[src/adc_cfg_pkg.sv]
// Constants shared by the converter configuration register bank
package adc_cfg_pkg;

    ////////////////////////////////////////////////////////////////////////
    // Register offsets
    localparam logic [7:0] OFF_SILICON_REVISION         = 8'h07;
    localparam logic [7:0] OFF_TEST_BYTE_STORE          = 8'h0a;
    localparam logic [7:0] OFF_SERIAL_PROTOCOL_REVISION = 8'h0b;
    localparam logic [7:0] OFF_MAKER_CODE_LOW           = 8'h0c;
    localparam logic [7:0] OFF_MAKER_CODE_HIGH          = 8'h0d;
    localparam logic [7:0] OFF_ADDRESS_LOOP_DEPTH       = 8'h0e;
    localparam logic [7:0] OFF_BUFFER_COPY_TRIGGER      = 8'h0f;
    localparam logic [7:0] OFF_CONVERTER_OPTIONS        = 8'h10;

    ////////////////////////////////////////////////////////////////////////
    // Field positions
    localparam int COPY_TRIGGER_BIT     = 0;
    localparam int ANTIALIAS_SELECT_BIT = 3;
    localparam int OUT_SOURCE_BIT       = 2;
    localparam int REF_GAIN_FIX_BIT     = 1;
    localparam int CRYSTAL_OUT_BIT      = 0;
    localparam int OPTIONS_USED_BITS    = 4;

    ////////////////////////////////////////////////////////////////////////
    // Reset values
    localparam logic [7:0] RST_TEST_BYTE_STORE     = 8'h00;
    localparam logic [7:0] RST_ADDRESS_LOOP_DEPTH  = 8'h00;
    localparam logic [7:0] RST_BUFFER_COPY_TRIGGER = 8'h00;
    localparam logic [7:0] RST_CONVERTER_OPTIONS   = 8'h00;
    localparam logic [7:0] RST_READ_DATA           = 8'h00;
    localparam logic [7:0] UNMAPPED_READ_DATA      = 8'h00;

    ////////////////////////////////////////////////////////////////////////
    // Copy sequencer states
    typedef enum logic [0:0] {
        COPY_IDLE = 1'b0,
        COPY_WAIT = 1'b1
    } copy_state_t;

endpackage

[src/copy_if.sv]
// Handshake between the copy sequencer and the buffered slave store
`timescale 1ns/1ps
`default_nettype none

interface copy_if;
    logic copy_req;
    logic copy_done;

    modport ctrl  (output copy_req, input copy_done);
    modport store (input copy_req, output copy_done);
endinterface

`default_nettype wire

[src/adc_config_register_bank.sv]
// Converter configuration register bank: identity, scratch, loop depth, copy, options
//
// Functional notes
// Scratch byte reads back as written, reset zero
// Silicon revision byte is read-only constant
// Serial protocol revision byte is read-only
// Maker code split low then high byte
// Loop depth byte read/write, reset zero
// Trigger bit copies master bytes into slaves
// Trigger bit clears itself after the copy
// Readback shows slave unless master select set
// Chip select rising edge also starts copy
// Option bit 3 picks antialias mode
// Option bit 2 picks serial out source
// Option bit 1 enables reference gain fix
// Option bit 0 enables crystal clock output
// Option bits 7 to 4 read zero
// Writes to read-only or reserved bits ignored
`timescale 1ns/1ps
`default_nettype none

module adc_config_register_bank #(
    parameter logic [7:0]  DIE_REVISION_VALUE        = 8'h11,   // Arbitrary value
    parameter logic [7:0]  SERIAL_PROTOCOL_REV_VALUE = 8'h13,   // Arbitrary value
    parameter logic [15:0] MAKER_CODE                = 16'h3a5c, // Arbitrary value
    parameter int          NBUF                      = 8,
    parameter int          IW                        = (NBUF > 1) ? $clog2(NBUF) : 1
) (
    input  wire logic              sys_clk,
    input  wire logic              srst,
    input  wire logic [7:0]        reg_addr,
    input  wire logic              reg_wr,
    input  wire logic [7:0]        reg_wdata,
    input  wire logic              reg_rd,
    output var  logic [7:0]        reg_rdata,
    input  wire logic              cs_n_pin,
    input  wire logic              master_slave_rd_ctrl,
    input  wire logic [8*NBUF-1:0] master_in,
    input  wire logic [IW-1:0]     buf_rd_index,
    output var  logic [7:0]        buf_rd_data,
    output var  logic [8*NBUF-1:0] slave_out,
    input  wire logic              conversion_lane_zero,
    input  wire logic              spi_readback_bit,
    input  wire logic              crystal_clock_src,
    output var  logic              shared_serial_out_pin,
    output var  logic              crystal_clock_out_pin,
    output var  logic              antialias_select,
    output var  logic              serial_out_source_select,
    output var  logic              ref_gain_fix_enable,
    output var  logic              crystal_out_enable,
    output var  logic [7:0]        address_loop_depth
);

    ////////////////////////////////////////////////////////////////////////
    // Address decode helper
    function automatic logic hit(input logic [7:0] a, input logic [7:0] off);
        hit = (a == off);
    endfunction

    ////////////////////////////////////////////////////////////////////////
    // Storage
    logic [7:0]                    scratch_q;
    logic [7:0]                    scratch_d;
    logic [7:0]                    loop_depth_q;
    logic [7:0]                    loop_depth_d;
    logic                          trigger_q;
    logic                          trigger_d;
    logic [3:0]                    options_q;
    logic [3:0]                    options_d;
    logic [7:0]                    rdata_q;
    logic [7:0]                    rdata_d;
    logic                          sdo_q;
    logic                          sdo_d;
    logic                          xclk_q;
    logic                          xclk_d;
    adc_cfg_pkg::copy_state_t      state_q;
    adc_cfg_pkg::copy_state_t      state_d;
    logic                          req_q;
    logic                          req_d;
    logic                          cs_rise;
    logic                          trig_wr;
    logic                          rearm_q;
    logic                          rearm_d;
    logic                          wr_scratch;
    logic                          wr_depth;
    logic                          wr_options;

    copy_if cp ();

    ////////////////////////////////////////////////////////////////////////
    // Submodules
    cs_rise_detect u_cs (
        .sys_clk  (sys_clk),
        .srst     (srst),
        .cs_n_pin (cs_n_pin),
        .cs_rise  (cs_rise)
    );

    buffer_store #(
        .NBUF (NBUF),
        .IW   (IW)
    ) u_store (
        .sys_clk       (sys_clk),
        .srst          (srst),
        .cp            (cp.store),
        .master_in     (master_in),
        .rd_master_sel (master_slave_rd_ctrl),
        .rd_index      (buf_rd_index),
        .slave_out     (slave_out),
        .buf_rd_data   (buf_rd_data)
    );

    ////////////////////////////////////////////////////////////////////////
    // Write decode
    assign wr_scratch = reg_wr && hit(reg_addr, adc_cfg_pkg::OFF_TEST_BYTE_STORE);
    assign wr_depth   = reg_wr && hit(reg_addr, adc_cfg_pkg::OFF_ADDRESS_LOOP_DEPTH);
    assign wr_options = reg_wr && hit(reg_addr, adc_cfg_pkg::OFF_CONVERTER_OPTIONS);

    ////////////////////////////////////////////////////////////////////////
    // Writable registers
    always_comb begin
        scratch_d    = scratch_q;
        loop_depth_d = loop_depth_q;
        options_d    = options_q;
        if (wr_scratch) begin
            scratch_d = reg_wdata;
        end
        if (wr_depth) begin
            loop_depth_d = reg_wdata;
        end
        if (wr_options) begin
            options_d = reg_wdata[adc_cfg_pkg::OPTIONS_USED_BITS-1:0]; // see
        end
    end

    always_ff @(posedge sys_clk) begin
        if (srst) begin
            scratch_q    <= adc_cfg_pkg::RST_TEST_BYTE_STORE;
            loop_depth_q <= adc_cfg_pkg::RST_ADDRESS_LOOP_DEPTH;
            options_q    <= adc_cfg_pkg::RST_CONVERTER_OPTIONS[3:0];
        end else begin
            scratch_q    <= scratch_d;
            loop_depth_q <= loop_depth_d;
            options_q    <= options_d;
        end
    end

    ////////////////////////////////////////////////////////////////////////
    // Copy trigger and sequencer
    assign trig_wr = reg_wr && hit(reg_addr, adc_cfg_pkg::OFF_BUFFER_COPY_TRIGGER)
                     && reg_wdata[adc_cfg_pkg::COPY_TRIGGER_BIT];

    always_comb begin
        state_d   = state_q;
        req_d     = 1'b0;
        trigger_d = trigger_q;
        rearm_d   = rearm_q;
        case (state_q)
            adc_cfg_pkg::COPY_IDLE: begin
                if (trigger_q) begin
                    req_d   = 1'b1;
                    state_d = adc_cfg_pkg::COPY_WAIT;
                end
            end
            adc_cfg_pkg::COPY_WAIT: begin
                if (cp.copy_done) begin
                    trigger_d = rearm_q;
                    rearm_d   = 1'b0;
                    state_d   = adc_cfg_pkg::COPY_IDLE;
                end else if (trig_wr || cs_rise) begin
                    rearm_d = 1'b1; // see
                end
            end
            default: begin
                state_d = adc_cfg_pkg::COPY_IDLE;
            end
        endcase
        if (trig_wr || cs_rise) begin
            trigger_d = 1'b1; // see
        end
    end

    always_ff @(posedge sys_clk) begin
        if (srst) begin
            state_q   <= adc_cfg_pkg::COPY_IDLE;
            req_q     <= 1'b0;
            trigger_q <= adc_cfg_pkg::RST_BUFFER_COPY_TRIGGER[0];
            rearm_q   <= 1'b0;
        end else begin
            state_q   <= state_d;
            req_q     <= req_d;
            trigger_q <= trigger_d;
            rearm_q   <= rearm_d;
        end
    end

    assign cp.copy_req = req_q;

    ////////////////////////////////////////////////////////////////////////
    // Register readback
    always_comb begin
        rdata_d = rdata_q;
        if (reg_rd) begin
            case (reg_addr)
                adc_cfg_pkg::OFF_SILICON_REVISION: begin
                    rdata_d = DIE_REVISION_VALUE;
                end
                adc_cfg_pkg::OFF_TEST_BYTE_STORE: begin
                    rdata_d = scratch_q;
                end
                adc_cfg_pkg::OFF_SERIAL_PROTOCOL_REVISION: begin
                    rdata_d = SERIAL_PROTOCOL_REV_VALUE;
                end
                adc_cfg_pkg::OFF_MAKER_CODE_LOW: begin
                    rdata_d = MAKER_CODE[7:0];
                end
                adc_cfg_pkg::OFF_MAKER_CODE_HIGH: begin
                    rdata_d = MAKER_CODE[15:8];
                end
                adc_cfg_pkg::OFF_ADDRESS_LOOP_DEPTH: begin
                    rdata_d = loop_depth_q;
                end
                adc_cfg_pkg::OFF_BUFFER_COPY_TRIGGER: begin
                    rdata_d = {7'h00, trigger_q};
                end
                adc_cfg_pkg::OFF_CONVERTER_OPTIONS: begin
                    rdata_d = {4'h0, options_q};
                end
                default: begin
                    rdata_d = adc_cfg_pkg::UNMAPPED_READ_DATA;
                end
            endcase
        end
    end

    always_ff @(posedge sys_clk) begin
        if (srst) begin
            rdata_q <= adc_cfg_pkg::RST_READ_DATA;
        end else begin
            rdata_q <= rdata_d;
        end
    end

    ////////////////////////////////////////////////////////////////////////
    // Pin outputs
    always_comb begin
        sdo_d  = options_q[adc_cfg_pkg::OUT_SOURCE_BIT] ? conversion_lane_zero
                                                        : spi_readback_bit;
        xclk_d = options_q[adc_cfg_pkg::CRYSTAL_OUT_BIT] & crystal_clock_src;
    end

    always_ff @(posedge sys_clk) begin
        if (srst) begin
            sdo_q   <= 1'b0;
            xclk_q  <= 1'b0;
        end else begin
            sdo_q   <= sdo_d;
            xclk_q  <= xclk_d;
        end
    end

    assign reg_rdata                = rdata_q;
    assign shared_serial_out_pin    = sdo_q;
    assign crystal_clock_out_pin    = xclk_q;
    assign antialias_select         = options_q[adc_cfg_pkg::ANTIALIAS_SELECT_BIT];
    assign serial_out_source_select = options_q[adc_cfg_pkg::OUT_SOURCE_BIT];
    assign ref_gain_fix_enable      = options_q[adc_cfg_pkg::REF_GAIN_FIX_BIT];
    assign crystal_out_enable       = options_q[adc_cfg_pkg::CRYSTAL_OUT_BIT];
    assign address_loop_depth       = loop_depth_q;

endmodule

`default_nettype wire

[src/cs_rise_detect.sv]
// Chip select synchroniser and rising edge pulse
`timescale 1ns/1ps
`default_nettype none

module cs_rise_detect (
    input  wire logic sys_clk,
    input  wire logic srst,
    input  wire logic cs_n_pin,
    output var  logic cs_rise
);

    logic meta_q;
    logic sync_q;
    logic last_q;
    logic rise_q;
    logic rise_d;

    ////////////////////////////////////////////////////////////////////////
    // Edge decode on the synchronised level
    always_comb begin
        rise_d = sync_q & ~last_q;
    end

    always_ff @(posedge sys_clk) begin
        if (srst) begin
            meta_q <= 1'b1;
            sync_q <= 1'b1;
            last_q <= 1'b1;
            rise_q <= 1'b0;
        end else begin
            meta_q <= cs_n_pin;
            sync_q <= meta_q;
            last_q <= sync_q;
            rise_q <= rise_d;
        end
    end

    assign cs_rise = rise_q;

endmodule

`default_nettype wire

[src/buffer_store.sv]
// Slave copies of the buffered master bytes and their readback
`timescale 1ns/1ps
`default_nettype none

module buffer_store #(
    parameter int NBUF = 8,
    parameter int IW   = (NBUF > 1) ? $clog2(NBUF) : 1
) (
    input  wire logic            sys_clk,
    input  wire logic            srst,
    copy_if.store                cp,
    input  wire logic [8*NBUF-1:0] master_in,
    input  wire logic            rd_master_sel,
    input  wire logic [IW-1:0]   rd_index,
    output var  logic [8*NBUF-1:0] slave_out,
    output var  logic [7:0]      buf_rd_data
);

    logic [7:0] slave_q [NBUF];
    logic [7:0] slave_d [NBUF];
    logic       done_q;
    logic       done_d;
    logic [7:0] rd_q;
    logic [7:0] rd_d;

    ////////////////////////////////////////////////////////////////////////
    // Copy and readback select
    always_comb begin
        done_d = cp.copy_req;
        for (int i = 0; i < NBUF; i++) begin
            slave_d[i] = cp.copy_req ? master_in[8*i +: 8] : slave_q[i];
        end
        rd_d = slave_q[0];
        for (int i = 0; i < NBUF; i++) begin
            if (rd_index == IW'(i)) begin
                rd_d = rd_master_sel ? master_in[8*i +: 8] : slave_q[i];
            end
        end
    end

    always_ff @(posedge sys_clk) begin
        if (srst) begin
            for (int i = 0; i < NBUF; i++) begin
                slave_q[i] <= 8'h00;
            end
            done_q <= 1'b0;
            rd_q   <= 8'h00;
        end else begin
            slave_q <= slave_d;
            done_q  <= done_d;
            rd_q    <= rd_d;
        end
    end

    genvar g;
    generate
        for (g = 0; g < NBUF; g++) begin : g_out
            assign slave_out[8*g +: 8] = slave_q[g];
        end
    endgenerate

    assign cp.copy_done  = done_q;
    assign buf_rd_data   = rd_q;

endmodule

`default_nettype wire

[config.mk]
export PLATFORM = sky130hd
export DESIGN_NAME = adc_config_register_bank
export DESIGN_NICKNAME = d
export VERILOG_FILES = /design/src/adc_cfg_pkg.sv /design/src/copy_if.sv /design/src/adc_config_register_bank.sv /design/src/cs_rise_detect.sv /design/src/buffer_store.sv
export SDC_FILE = /design/constraint.sdc
export NUM_CORES = 1
export LEC_CHECK = 0
export BUFFER_PORTS_ARGS = -buffer_cell sky130_fd_sc_hd__buf_2
export CELL_PAD_IN_SITES_DETAIL_PLACEMENT = 0
export CELL_PAD_IN_SITES_GLOBAL_PLACEMENT = 1
export CORE_MARGIN = 1.5
export CORE_UTILIZATION = 37
export CTS_CLUSTER_SIZE = 25
export DETAILED_ROUTE_END_ITERATION = 10
export HOLD_SLACK_MARGIN = 0.15
export PLACE_DENSITY = 0.77
export SYNTH_ARGS = -nofsm -noshare
export SYNTH_HDL_FRONTEND = slang
export SYNTH_SLANG_ARGS = --single-unit
[constraint.sdc]
create_clock -name sys_clk -period 2.5 [get_ports sys_clk]
set_clock_uncertainty 0.1 [all_clocks]
set_input_delay 0.125 -clock sys_clk [delete_from_list [all_inputs] [get_ports sys_clk]]
set_output_delay 0.125 -clock sys_clk [all_outputs]
set_load 0.01 [all_outputs]
==> tab_implementation.tex, run 1 <==
\begin{tabular}{lr}
\hline
Metric & Value \\
\hline
\multicolumn{2}{l}{\textbf{Timing}} \\
\quad Unrepaired setup endpoints after global routing & no \\
\quad Time the worst path needs with I/O delays and setup & 2240 ps \\
\quad Final hold slack & 157 ps \\
\quad Slew margin rel. & 50.7\% \\
\quad Upper clock frequency limit & 0.446 GHz \\
\quad Transition time at the pin with the least slew margin & 735 ps \\
\quad Total of endpoints with negative setup slack in the final report & 0 \\
\quad Post-route fraction of the period consumed by the critical path & 89.8\% \\
\quad Final sum of negative setup slack & 0 ps \\
\quad Final slew viol count & 0 \\
\quad Hold Violations, Final & 0 \\
\multicolumn{2}{l}{\textbf{Floorplanning}} \\
\quad Row cnt & 43 \\
\quad Initial core utilization & 38.1\% \\
\quad Die Area & 15,100 sq um \\
\quad Die span in x & 123 microns \\
\quad Die span in y & 123 microns \\
\quad Number of top-level pins & 186 \\
\quad Core area & 14,000 sq um \\
\multicolumn{2}{l}{\textbf{Synthesis}} \\
\quad EDFF count, synth & 0 \\
\quad Share of the synthesized area in the top cell type & 41.7\% \\
\quad Ys async rst share & 0\% \\
\quad Synth cell types & 51 \\
\quad Post-synthesis sequential area ratio & 41.7\% \\
\quad Largest area contributor in the synthesized netlist & dfxtp\_1 \\
\quad Total nets after synthesis & 655 \\
\quad Synthesized area per cell & 9.46 sq um \\
\quad Warnings, synthesis & 0 \\
\quad Cell Area, Synth & 5320 sq um \\
\quad Primary flip-flop cell chosen by synthesis mapping & dfxtp\_1 \\
\quad Area contributors post-synth & dfxtp\_1, mux2i\_1, nor2\_1, mux4\_2, clkbuf\_1 \\
\quad Number of storage elements in the synthesis netlist & 111 \\
\quad Gate Count Post-Synth & 563 \\
\multicolumn{2}{l}{\textbf{Detailed routing}} \\
\quad Avg WL per Cell & 16.9 microns \\
\quad DR vias/cell & 5.23 \\
\quad Number of violations reported at the end of detailed-routing iteration 0 & 335 \\
\quad Initial DRT Pass Iterations & 7 \\
\quad Remaining antenna violation count after routing & 0 \\
\quad DR DRC count & 0 \\
\quad Routed via count & 5,166 \\
\quad Final wirelength & 16,700 microns \\
\multicolumn{2}{l}{\textbf{Global routing}} \\
\quad Maximum number of pins on one net before global-route repair & 60 \\
\quad Total congestion overflow after global routing & 0 \\
\quad Wire length of the first global-routing pass & 25,500 microns \\
\quad Number of global-route vias before repair & 4,977 \\
\quad Overall Global Routing Usage & 21.9\% \\
\quad Antenna violations before repair & 0 \\
\multicolumn{2}{l}{\textbf{Pwr}} \\
\quad Total power density per cell area & 541 nW/um\^{}2 \\
\quad Tot Pwr & 0.00410 W \\
\quad Highest ir drop seen on vdd & 0.357 mV \\
\quad Leak Pwr & 3.23 nW \\
\multicolumn{2}{l}{\textbf{Clock tree}} \\
\quad Postcts setup bufs & 0 \\
\quad Clock transition at path regs & 70 ps \\
\quad Clock tree from TritonCTS & done \\
\quad Total clock buffers created by CTS & 9 \\
\quad Clock latency on the worst-skew pair & 350 ps \\
\quad TritonCTS Sinks & 111 \\
\quad Clock root cell & clkbuf\_16 \\
\quad Number of H-tree branching levels & 3 \\
\quad Bufs on Longest Clock Path & 2 \\
\multicolumn{2}{l}{\textbf{Finish}} \\
\quad Diodes inserted & 0 \\
\quad Number of filler instances in the final layout & 1,280 \\
\quad Commonest cells after routing, fill and taps aside & buf\_2, mux2i\_1, dfxtp\_1, nor2\_1, dlygate4sd3\_1 \\
\quad Post-synthesis to final-layout area growth & 42.3\% \\
\quad Ratio of cells with drive above 1 in the final layout & 28.7\% \\
\quad Final Net Count & 895 \\
\quad Utilization after layout & 54.1\% \\
\quad Commonest non-fill, non-tap cell in the layout & buf\_2 \\
\quad Post-layout instance area & 7570 sq um \\
\multicolumn{2}{l}{\textbf{Worst setup path}} \\
\quad Endpoint of the lowest-slack register-to-register path & u\_store.slave\_out[26] \\
\quad CP Capture Type & flip-flop \\
\quad Worst Path Max Fanout & 8 \\
\quad FF-to-FF setup slack & 1030 ps \\
\quad Data required, critical path & 2620 ps \\
\quad R2R cell count & 3 \\
\quad Crit Reg-Reg Startpoint & cp.copy\_req \\
\quad Worst Path Class, Setup & primary input to flip-flop \\
\quad Endpoint arrival time on the critical path & 2360 ps \\
\quad Startpoint kind of the worst setup timing path & primary input \\
\multicolumn{2}{l}{\textbf{Run status}} \\
\quad Status & complete, no violations \\
\multicolumn{2}{l}{\textbf{Worst hold path}} \\
\quad Destination of the worst hold path & u\_store.slave\_out[22] \\
\quad Cells on Worst Hold Path & 2 \\
\quad Worst hold path startpoint & srst \\
\quad Worst hold path type & primary input to flip-flop \\
\multicolumn{2}{l}{\textbf{Place}} \\
\quad IO buf count & 185 \\
\quad Standard cell area after detailed placement & 6370 sq um \\
\quad Placer Congestion & 0.866 \\
\quad Half-perimeter wire length of the detailed placement result & 11,800 microns \\
\multicolumn{2}{l}{\textbf{Job}} \\
\quad Max-cap check violation count & 0 \\
\hline
\end{tabular}
[power by group]
part | internal, W | switching [W]
combinational | 0.000273 | 0.000271
sequential | 0.00180 | 0.0000191
clock | 0.00108 | 0.000662
[worst max-delay path by stage]
| stage | cells past startpoint | endpoint | startpoint | slack [ps] |
|---|---|---|---|---|
| 6_report | 6 | address_loop_depth[5] | reg_addr[5] | 260 |
| 5_1_grt | 6 | address_loop_depth[1] | reg_addr[5] | 180 |
| 4_1_cts | 6 | address_loop_depth[5] | reg_addr[5] | 290 |
| 3_5_place_dp | 5 | address_loop_depth[5] | reg_addr[5] | 470 |
| 3_3_place_gp | 5 | address_loop_depth[5] | reg_addr[5] | 510 |
| 2_1_floorplan | 5 | address_loop_depth[0] | reg_addr[5] | 700 |
[sequential cells by signal, summed over array words and instances (netlist names), 4 cells and up]
signal / flops
address_loop_depth: 8
u_store.buf_rd_data: 8
options_q: 4
scratch_q: 8
u_store.slave_out: 64
reg_rdata: 8
[worst max-delay path, cell delays in order]
cell and delay, ps:
dlygate4sd3_1 540, buf_2 140, or4_4 590, nor4_4 650, mux2i_1 260, nor2_1 50
[synth_stat cells, types with 2 or more instances]
library cell / count
a31oi_1: 2
o32ai_1: 7
a211o_1: 2
nor3_1: 4
nor2b_1: 9
o21ai_0: 26
mux2_2: 6
inv_1: 5
dfxtp_1: 111
nor4_1: 3
nor2_1: 89
nand3_1: 15
a21oi_1: 16
buf_1: 4
clkbuf_1: 37
o21a_1: 8
or4_1: 2
mux4_2: 9
or2_2: 3
and2_1: 2
nor3b_1: 3
o22ai_1: 3
a311oi_1: 3
and3_1: 3
mux2i_1: 112
buf_2: 6
a2bb2oi_1: 7
a211oi_1: 10
nand2_1: 23
nand2b_1: 2
a22oi_1: 11
[metal layers]
metal	share of wire [%]	track usage, %	routed length, microns
met5	0	0	0
met3	5.3	3.51	888
met2	47	35.9	7880
met4	2.7	9.45	457
met1	45	28.6	7520
[repair_timing]
item / in CTS / in global routing
gates resized for setup: 0 / 0
hold endpoints to repair: 96 / 0
hold buffers: 84 / 0
[layout make-up]
cell class | count | area [sq um] | share of cell area (%)
clock buffer | 10 | 229 | 3.02
clock inverter | 6 | 133 | 1.75
inverter | 5 | 18.8 | 0.248
multi-input combinational | 399 | 2890 | 38.1
sequential | 111 | 2230 | 29.4
tap | 180 | 225 | 2.97
timing repair buffer | 277 | 1850 | 24.5
[metrics by stage]
| step | cells | worst slack, ps |
|---|---|---|
| final | 988 | 256 |
| after global routing | 988 | 184 |
| after CTS | 988 | 294 |
| after detailed placement | 888 | 471 |
| after global placement | 888 | 515 |
| after floorplan | 563 | 705 |
[kinds of logic after synthesis]
logic type             Yosys count  synth area share [%]
multiplexers                   127                  26.1
AO/OA/AOI/OAI                  103                  13.1
buffers and inverters           53                  4.02
AND/OR/NAND/NOR                167                  14.6
flip-flops                     111                  41.7
XOR/XNOR                         2                 0.329
No activity file was read; power rests on OpenSTA's default activity.
==> run 2, diff against run 1 <==
--- a/config.mk
+++ b/config.mk
@@ -8,7 +8,6 @@
 export BUFFER_PORTS_ARGS = -buffer_cell sky130_fd_sc_hd__buf_2
 export CELL_PAD_IN_SITES_DETAIL_PLACEMENT = 0
 export CELL_PAD_IN_SITES_GLOBAL_PLACEMENT = 1
-export CORE_MARGIN = 1.5
 export CORE_UTILIZATION = 37
 export CTS_CLUSTER_SIZE = 25
 export DETAILED_ROUTE_END_ITERATION = 10
==> constraint.sdc (replaced) <==
create_clock -name sys_clk -period 2.5 [get_ports sys_clk]
set_clock_uncertainty 0.1 [all_clocks]
set_input_delay 0.5 -clock sys_clk [delete_from_list [all_inputs] [get_ports sys_clk]]
set_output_delay 0.5 -clock sys_clk [all_outputs]
set_load 0.01 [all_outputs]
==> run 2 against run 1 <==
Cell count fell by 7.7%. Wire length shrank 4.9%. Register-to-register slack worse by 40 ps. Utilization fell by 5.6 points. Worst setup slack improved by 260 ps. Critical path depth is 1 lower. Design area fell by 11%.
==> tab_implementation.tex, run 2 (synthesized netlist as in run 1, its figures left out) <==
\begin{tabular}{lr}
\hline
Metric & Value \\
\hline
\multicolumn{2}{l}{\textbf{Pwr}} \\
\quad Leak Pwr & 2.89 nW (-10\%) \\
\quad Highest ir drop seen on vdd & 0.282 mV (-21\%) \\
\quad Total power density per cell area & 567 nW/um\^{}2 (+4.7\%) \\
\multicolumn{2}{l}{\textbf{Floorplanning}} \\
\quad Initial core utilization & 38.2\% (+0.15 points) \\
\quad Row cnt & 43 (unchanged) \\
\quad Die span in y & 122 microns (-0.81\%) \\
\quad Die Area & 14,900 sq um (-1.6\%) \\
\quad Die span in x & 122 microns (-0.81\%) \\
\quad Number of top-level pins & 186 (unchanged) \\
\quad Core area & 13,900 sq um (-0.38\%) \\
\multicolumn{2}{l}{\textbf{Place}} \\
\quad Placer Congestion & 0.896 (+3.4\%) \\
\quad Standard cell area after detailed placement & 6430 sq um (+0.90\%) \\
\quad Half-perimeter wire length of the detailed placement result & 12,000 microns (+2.2\%) \\
\quad IO buf count & 185 (unchanged) \\
\multicolumn{2}{l}{\textbf{Clock tree}} \\
\quad Postcts setup bufs & 0 (unchanged) \\
\quad Clock transition at path regs & 70 ps (about the same) \\
\quad Clock root cell & clkbuf\_16 \\
\quad Clock latency on the worst-skew pair & 350 ps (about the same) \\
\quad Total clock buffers created by CTS & 9 (unchanged) \\
\quad Clock tree from TritonCTS & done \\
\quad TritonCTS Sinks & 111 (unchanged) \\
\quad Quantity of gates resized following cts & 0 (unchanged) \\
\quad Number of H-tree branching levels & 3 (unchanged) \\
\quad Number of hold buffers added after cts & 0 (-100\%) \\
\quad Bufs on Longest Clock Path & 2 (unchanged) \\
\multicolumn{2}{l}{\textbf{Finish}} \\
\quad Post-synthesis to final-layout area growth & 27.0\% \\
\quad Commonest non-fill, non-tap cell in the layout & buf\_2 \\
\quad Commonest cells after routing, fill and taps aside & buf\_2, mux2i\_1, dfxtp\_1, nor2\_1, o21ai\_0 \\
\quad Number of flip-flops under the largest register name & 64 (unchanged) \\
\quad Number of filler instances in the final layout & 1,352 (+5.6\%) \\
\quad Final Net Count & 817 (-8.7\%) \\
\quad Ratio of cells with drive above 1 in the final layout & 32.5\% (+3.8 points) \\
\quad Post-layout instance area & 6760 sq um (-11\%) \\
\multicolumn{2}{l}{\textbf{Timing}} \\
\quad Final hold slack & 235 ps (+78.0 ps) \\
\quad Final sum of negative setup slack & 0 ps (unchanged) \\
\quad Total of endpoints with negative setup slack in the final report & 0 (unchanged) \\
\quad Slew margin rel. & 63.8\% (+13 points) \\
\quad Final slew viol count & 0 (unchanged) \\
\quad Post-route fraction of the period consumed by the critical path & 79.3\% (-10 points) \\
\quad Unrepaired setup endpoints after global routing & no \\
\quad Upper clock frequency limit & 0.504 GHz (+13\%) \\
\quad Hold Violations, Final & 0 (unchanged) \\
\quad Transition time at the pin with the least slew margin & 542 ps (-192 ps) \\
\quad Time the worst path needs with I/O delays and setup & 1980 ps (-261 ps) \\
\multicolumn{2}{l}{\textbf{Detailed routing}} \\
\quad Final wirelength & 15,900 microns (-4.9\%) \\
\quad Routed via count & 4,824 (-6.6\%) \\
\quad Avg WL per Cell & 17.5 microns (+3.0\%) \\
\quad Remaining antenna violation count after routing & 0 (unchanged) \\
\quad Number of violations reported at the end of detailed-routing iteration 0 & 337 (+0.60\%) \\
\quad DR DRC count & 0 (unchanged) \\
\quad Initial DRT Pass Iterations & 6 (-1) \\
\quad DR vias/cell & 5.29 (+1.2\%) \\
\multicolumn{2}{l}{\textbf{Worst hold path}} \\
\quad Cells on Worst Hold Path & 2 (unchanged) \\
\quad Destination of the worst hold path & u\_cs.meta\_q \\
\quad Worst hold path type & primary input to flip-flop \\
\quad Worst hold path startpoint & cs\_n\_pin \\
\multicolumn{2}{l}{\textbf{Global routing}} \\
\quad Number of global-route vias before repair & 4,475 (-10\%) \\
\quad Wire length of the first global-routing pass & 23,900 microns (-6.4\%) \\
\quad Overall Global Routing Usage & 21.1\% (-0.84 points) \\
\quad Antenna violations before repair & 3 (+3) \\
\quad Total congestion overflow after global routing & 0 (unchanged) \\
\quad Maximum number of pins on one net before global-route repair & 52 (-13\%) \\
\multicolumn{2}{l}{\textbf{Worst setup path}} \\
\quad Worst Path Max Fanout & 10 (+2) \\
\quad CP Capture Type & flip-flop \\
\quad R2R cell count & 3 (unchanged) \\
\quad Crit Reg-Reg Startpoint & cp.copy\_req \\
\quad FF-to-FF setup slack & 990 ps (-40 ps) \\
\quad Startpoint kind of the worst setup timing path & primary input \\
\quad Endpoint arrival time on the critical path & 2100 ps (-260 ps) \\
\quad Endpoint of the lowest-slack register-to-register path & u\_store.slave\_out[17] \\
\quad Worst Path Class, Setup & primary input to flip-flop \\
\quad Data required, critical path & 2620 ps (about the same) \\
\multicolumn{2}{l}{\textbf{Job}} \\
\quad Max-cap check violation count & 0 (unchanged) \\
\multicolumn{2}{l}{\textbf{Run status}} \\
\quad Status & complete, no violations \\
\hline
\end{tabular}
## run 2: cell types whose count changed in the layout (fill, tap and decap cells not counted)
cell | previous run | this run
dlygate4sd3_1 | 84 | 0
buf_4 | 7 | 12
bufinv_16 | 4 | 2
clkbuf_8 | 0 | 2
diode_2 | 0 | 2
buf_12 | 2 | 3
clkbuf_1 | 1 | 2
clkinvlp_4 | 1 | 0
## run 2: worst max path at each step
stage	end	cells past startpoint	start	slack [ps]
floorplan	address_loop_depth[0]	5	reg_addr[5]	330
finish	u_store.buf_rd_data[6]	5	buf_rd_index[0]	520
CTS	u_store.buf_rd_data[6]	5	buf_rd_index[0]	560
detailed placement	u_store.buf_rd_data[6]	5	buf_rd_index[0]	200
global placement	u_store.buf_rd_data[6]	5	buf_rd_index[0]	250
global route	u_store.buf_rd_data[6]	5	buf_rd_index[0]	480
## run 2: per-stage QoR
step	util, %	setup WS [ps]	power [W]	cells
finish	48.5	517	0.00383	912
global route	48.5	479	0.00399	911
CTS	48.5	562	0.00388	910
detailed placement	46.1	201	0.00230	894
global placement	46.1	252	0.00230	894
floorplan	-	330	0.00210	563
## run 2: where the power goes
part / switching, W / internal, W / total, W
sequential: 0.0000181 / 0.00180 / 0.00181
clock: 0.000635 / 0.000933 / 0.00157
combinational: 0.000257 / 0.000191 / 0.000448
total: 0.000910 / 0.00292 / 0.00383
## run 2: critical path: stages
cell      delay [ps]
buf_2            160
or4b_1           700
o21a_1           230
a211oi_1         370
o32ai_1          140
## run 2: layer usage
layer / GRT usage, % / vias up / wire length (microns)
met1: 29.1 / 2272 / 7420
met3: 4.07 / 16 / 1050
met4: 7.64 / 2 / 305
met5: 0 / - / 9
met2: 32.5 / 185 / 7130
li1: - / 2349 / -
## run 2: cell type report
cell class / instances / area (sq um) / share of cell area, %
Clock inverter: 3 / 65.1 / 0.963
Clock buffer: 13 / 260 / 3.85
Multi-Input combinational cell: 399 / 2890 / 42.7
Tap cell: 180 / 225 / 3.33
Timing Repair Buffer: 199 / 1070 / 15.8
Sequential cell: 111 / 2230 / 32.9
Inverter: 5 / 18.8 / 0.278
Antenna cell: 2 / 5.00 / 0.0740
==> run 3, diff against run 2 <==
==> constraint.sdc (replaced) <==
create_clock -name sys_clk -period 1.95 [get_ports sys_clk]
set_clock_uncertainty 0.1 [all_clocks]
set_input_delay 0.39 -clock sys_clk [delete_from_list [all_inputs] [get_ports sys_clk]]
set_output_delay 0.39 -clock sys_clk [all_outputs]
set_load 0.01 [all_outputs]
==> run 3 against run 2 <==
Total power increased by 25%. Wire length grew 2.1%. Clock-buffer cell count shrank 1. Non-clock buffer count rose by 21. Utilization up 0.96 points. Combinational power increased by 35%. Largest cell class unchanged.
==> tab_implementation.tex, run 3 (synthesized netlist as in run 1, its figures left out) <==
\begin{tabular}{lr}
\hline
Metric & Value \\
\hline
\multicolumn{2}{l}{\textbf{Global routing}} \\
\quad Wire length of the first global-routing pass & 25,200 microns (+5.6\%) \\
\quad Total congestion overflow after global routing & 0 (unchanged) \\
\quad Antenna violations before repair & 0 (-3) \\
\quad Overall Global Routing Usage & 22.1\% (+1.0 points) \\
\quad Number of global-route vias before repair & 4,845 (+8.3\%) \\
\quad Maximum number of pins on one net before global-route repair & 55 (+5.8\%) \\
\multicolumn{2}{l}{\textbf{Place}} \\
\quad Pre-CTS WS & -166 ps (-367 ps) \\
\quad Half-perimeter wire length of the detailed placement result & 12,500 microns (+4.1\%) \\
\quad IO buf count & 185 (unchanged) \\
\quad Post-placement cell count & 914 (+2.2\%) \\
\quad Placer Congestion & 0.899 (+0.41\%) \\
\multicolumn{2}{l}{\textbf{Finish}} \\
\quad Ratio of cells with drive above 1 in the final layout & 34.5\% (+2.0 points) \\
\quad Commonest cells after routing, fill and taps aside & buf\_2, mux2i\_1, dfxtp\_1, nor2\_1, buf\_4 \\
\quad Number of filler instances in the final layout & 1,314 (-2.8\%) \\
\quad Utilization after layout & 49.5\% (+0.96 points) \\
\quad Post-synthesis to final-layout area growth & 29.5\% \\
\quad Commonest non-fill, non-tap cell in the layout & buf\_2 \\
\quad Non-filler cells, final & 931 (+2.1\%) \\
\quad Number of flip-flops under the largest register name & 64 (unchanged) \\
\quad Diodes inserted & 0 (-2) \\
\quad Final Net Count & 838 (+2.6\%) \\
\multicolumn{2}{l}{\textbf{Pwr}} \\
\quad Leak Pwr & 2.99 nW (+3.3\%) \\
\quad Total power density per cell area & 695 nW/um\^{}2 (+23\%) \\
\quad Highest ir drop seen on vdd & 0.582 mV (+110\%) \\
\multicolumn{2}{l}{\textbf{Timing}} \\
\quad Final slew viol count & 0 (unchanged) \\
\quad Upper clock frequency limit & 0.579 GHz \\
\quad Final sum of negative setup slack & 0 ps (unchanged) \\
\quad Time the worst path needs with I/O delays and setup & 1730 ps \\
\quad Hold Violations, Final & 0 (unchanged) \\
\quad Slew margin rel. & 62.6\% (-1.2 points) \\
\quad Post-route fraction of the period consumed by the critical path & 88.6\% \\
\quad Unrepaired setup endpoints after global routing & no \\
\quad Final hold slack & 175 ps (-59.7 ps) \\
\quad Transition time at the pin with the least slew margin & 561 ps (+19.1 ps) \\
\quad Final worst slack & 222 ps (-295 ps) \\
\quad Total of endpoints with negative setup slack in the final report & 0 (unchanged) \\
\multicolumn{2}{l}{\textbf{Detailed routing}} \\
\quad Final wirelength & 16,300 microns (+2.1\%) \\
\quad Routed via count & 4,960 (+2.8\%) \\
\quad Number of violations reported at the end of detailed-routing iteration 0 & 428 (+27\%) \\
\quad Initial DRT Pass Iterations & 5 (-1) \\
\quad DR vias/cell & 5.33 (+0.72\%) \\
\quad Remaining antenna violation count after routing & 0 (unchanged) \\
\quad DR DRC count & 0 (unchanged) \\
\quad Avg WL per Cell & 17.5 microns (about the same) \\
\multicolumn{2}{l}{\textbf{Worst setup path}} \\
\quad Delay of the slowest cell on the worst path & 680 ps (-20 ps) \\
\quad Worst Path Max Fanout & 8 (-2) \\
\quad Worst Path Class, Setup & primary input to flip-flop \\
\quad CP Capture Type & flip-flop \\
\quad Startpoint kind of the worst setup timing path & primary input \\
\quad Endpoint arrival time on the critical path & 1860 ps (-240 ps) \\
\quad Data required, critical path & 2080 ps (-540 ps) \\
\quad Series of cell instances along the critical path & buf\_2 > or4b\_1 > o21a\_1 > a211oi\_1 > o32ai\_1 \\
\quad Slowest stage cell, crit path & or4b\_1 \\
\multicolumn{2}{l}{\textbf{Clock tree}} \\
\quad Clock latency on the worst-skew pair & 350 ps (about the same) \\
\quad Quantity of gates resized following cts & 0 (unchanged) \\
\quad Bufs on Longest Clock Path & 2 (unchanged) \\
\quad Number of H-tree branching levels & 3 (unchanged) \\
\quad Clock transition at path regs & 70 ps (about the same) \\
\quad TritonCTS Sinks & 111 (unchanged) \\
\quad Clock root cell & clkbuf\_16 \\
\quad Total clock buffers created by CTS & 9 (unchanged) \\
\quad Clock tree from TritonCTS & done \\
\multicolumn{2}{l}{\textbf{Worst hold path}} \\
\quad Worst hold path type & primary input to flip-flop \\
\multicolumn{2}{l}{\textbf{Floorplanning}} \\
\quad Die Area & 14,900 sq um (unchanged) \\
\quad Core area & 13,900 sq um (unchanged) \\
\quad Row cnt & 43 (unchanged) \\
\quad Die span in x & 122 microns (unchanged) \\
\quad Number of top-level pins & 186 (unchanged) \\
\quad Die span in y & 122 microns (unchanged) \\
\quad Initial core utilization & 38.2\% (unchanged) \\
\multicolumn{2}{l}{\textbf{Job}} \\
\quad Max-cap check violation count & 0 (unchanged) \\
\multicolumn{2}{l}{\textbf{Run status}} \\
\quad Status & complete, no violations \\
\hline
\end{tabular}
run 3: cell types whose count changed in the layout (fill, tap and decap cells not counted), sizes merged:
cell and delta:
buf +20, bufinv -2, clkbuf -1, clkinv +2
clkinvlp +1, diode -2, dlygate4sd3 +1
run 3: stage by stage:
stage                     total power (W)  instance area, sq um
after floorplan                   0.00270                  5320
after global placement            0.00297                  6580
after detailed placement          0.00297                  6580
after CTS                         0.00484                  6890
after global routing              0.00497                  6890
final                             0.00479                  6890
run 3: what timing repair did:
action,CTS,global route
endpoints found under the hold margin,1,0
hold buffers,1,0
setup buffers,0,0
run 3: where the power goes:
group	internal (W)	total, W	switching, W
clock network	0.00101	0.00187	0.000851
logic	0.000268	0.000604	0.000336
registers	0.00230	0.00232	0.0000212
run 3: metal layers:
metal	vias up	track usage, %	part of all wire, %
met5	-	0	0
met4	0	7.64	1.8
met3	21	4.26	6.5
met2	173	35.3	45
met1	2377	29.6	46
li1	2389	-	-
run 3: layout make-up:
cell class / count / area, sq um / area share [%]
repair buffers: 220 / 1230 / 17.9
flip-flops and latches: 111 / 2230 / 32.3
well taps: 180 / 225 / 3.27
multi-input cells: 399 / 2890 / 41.9
clock inverters: 4 / 26.3 / 0.381
inverters: 5 / 18.8 / 0.272
clock buffers: 12 / 278 / 4.03
run 3: critical path: cells and delay by family:
family,cells,cell delay [ps]
buf+inv,1,100
compound gates,3,670
simple gates,1,680
run 3: final timing paths:
kind                         start                endpoint  slack [ps]  cells after the start
max                buf_rd_index[0]  u_store.buf_rd_data[2]         220                      5
min               spi_readback_bit   shared_serial_out_pin         180                      3
max reg2reg  u_store.slave_out[58]  u_store.buf_rd_data[2]         500                      3
min reg2reg            u_cs.last_q            u_cs.cs_rise         300                      1
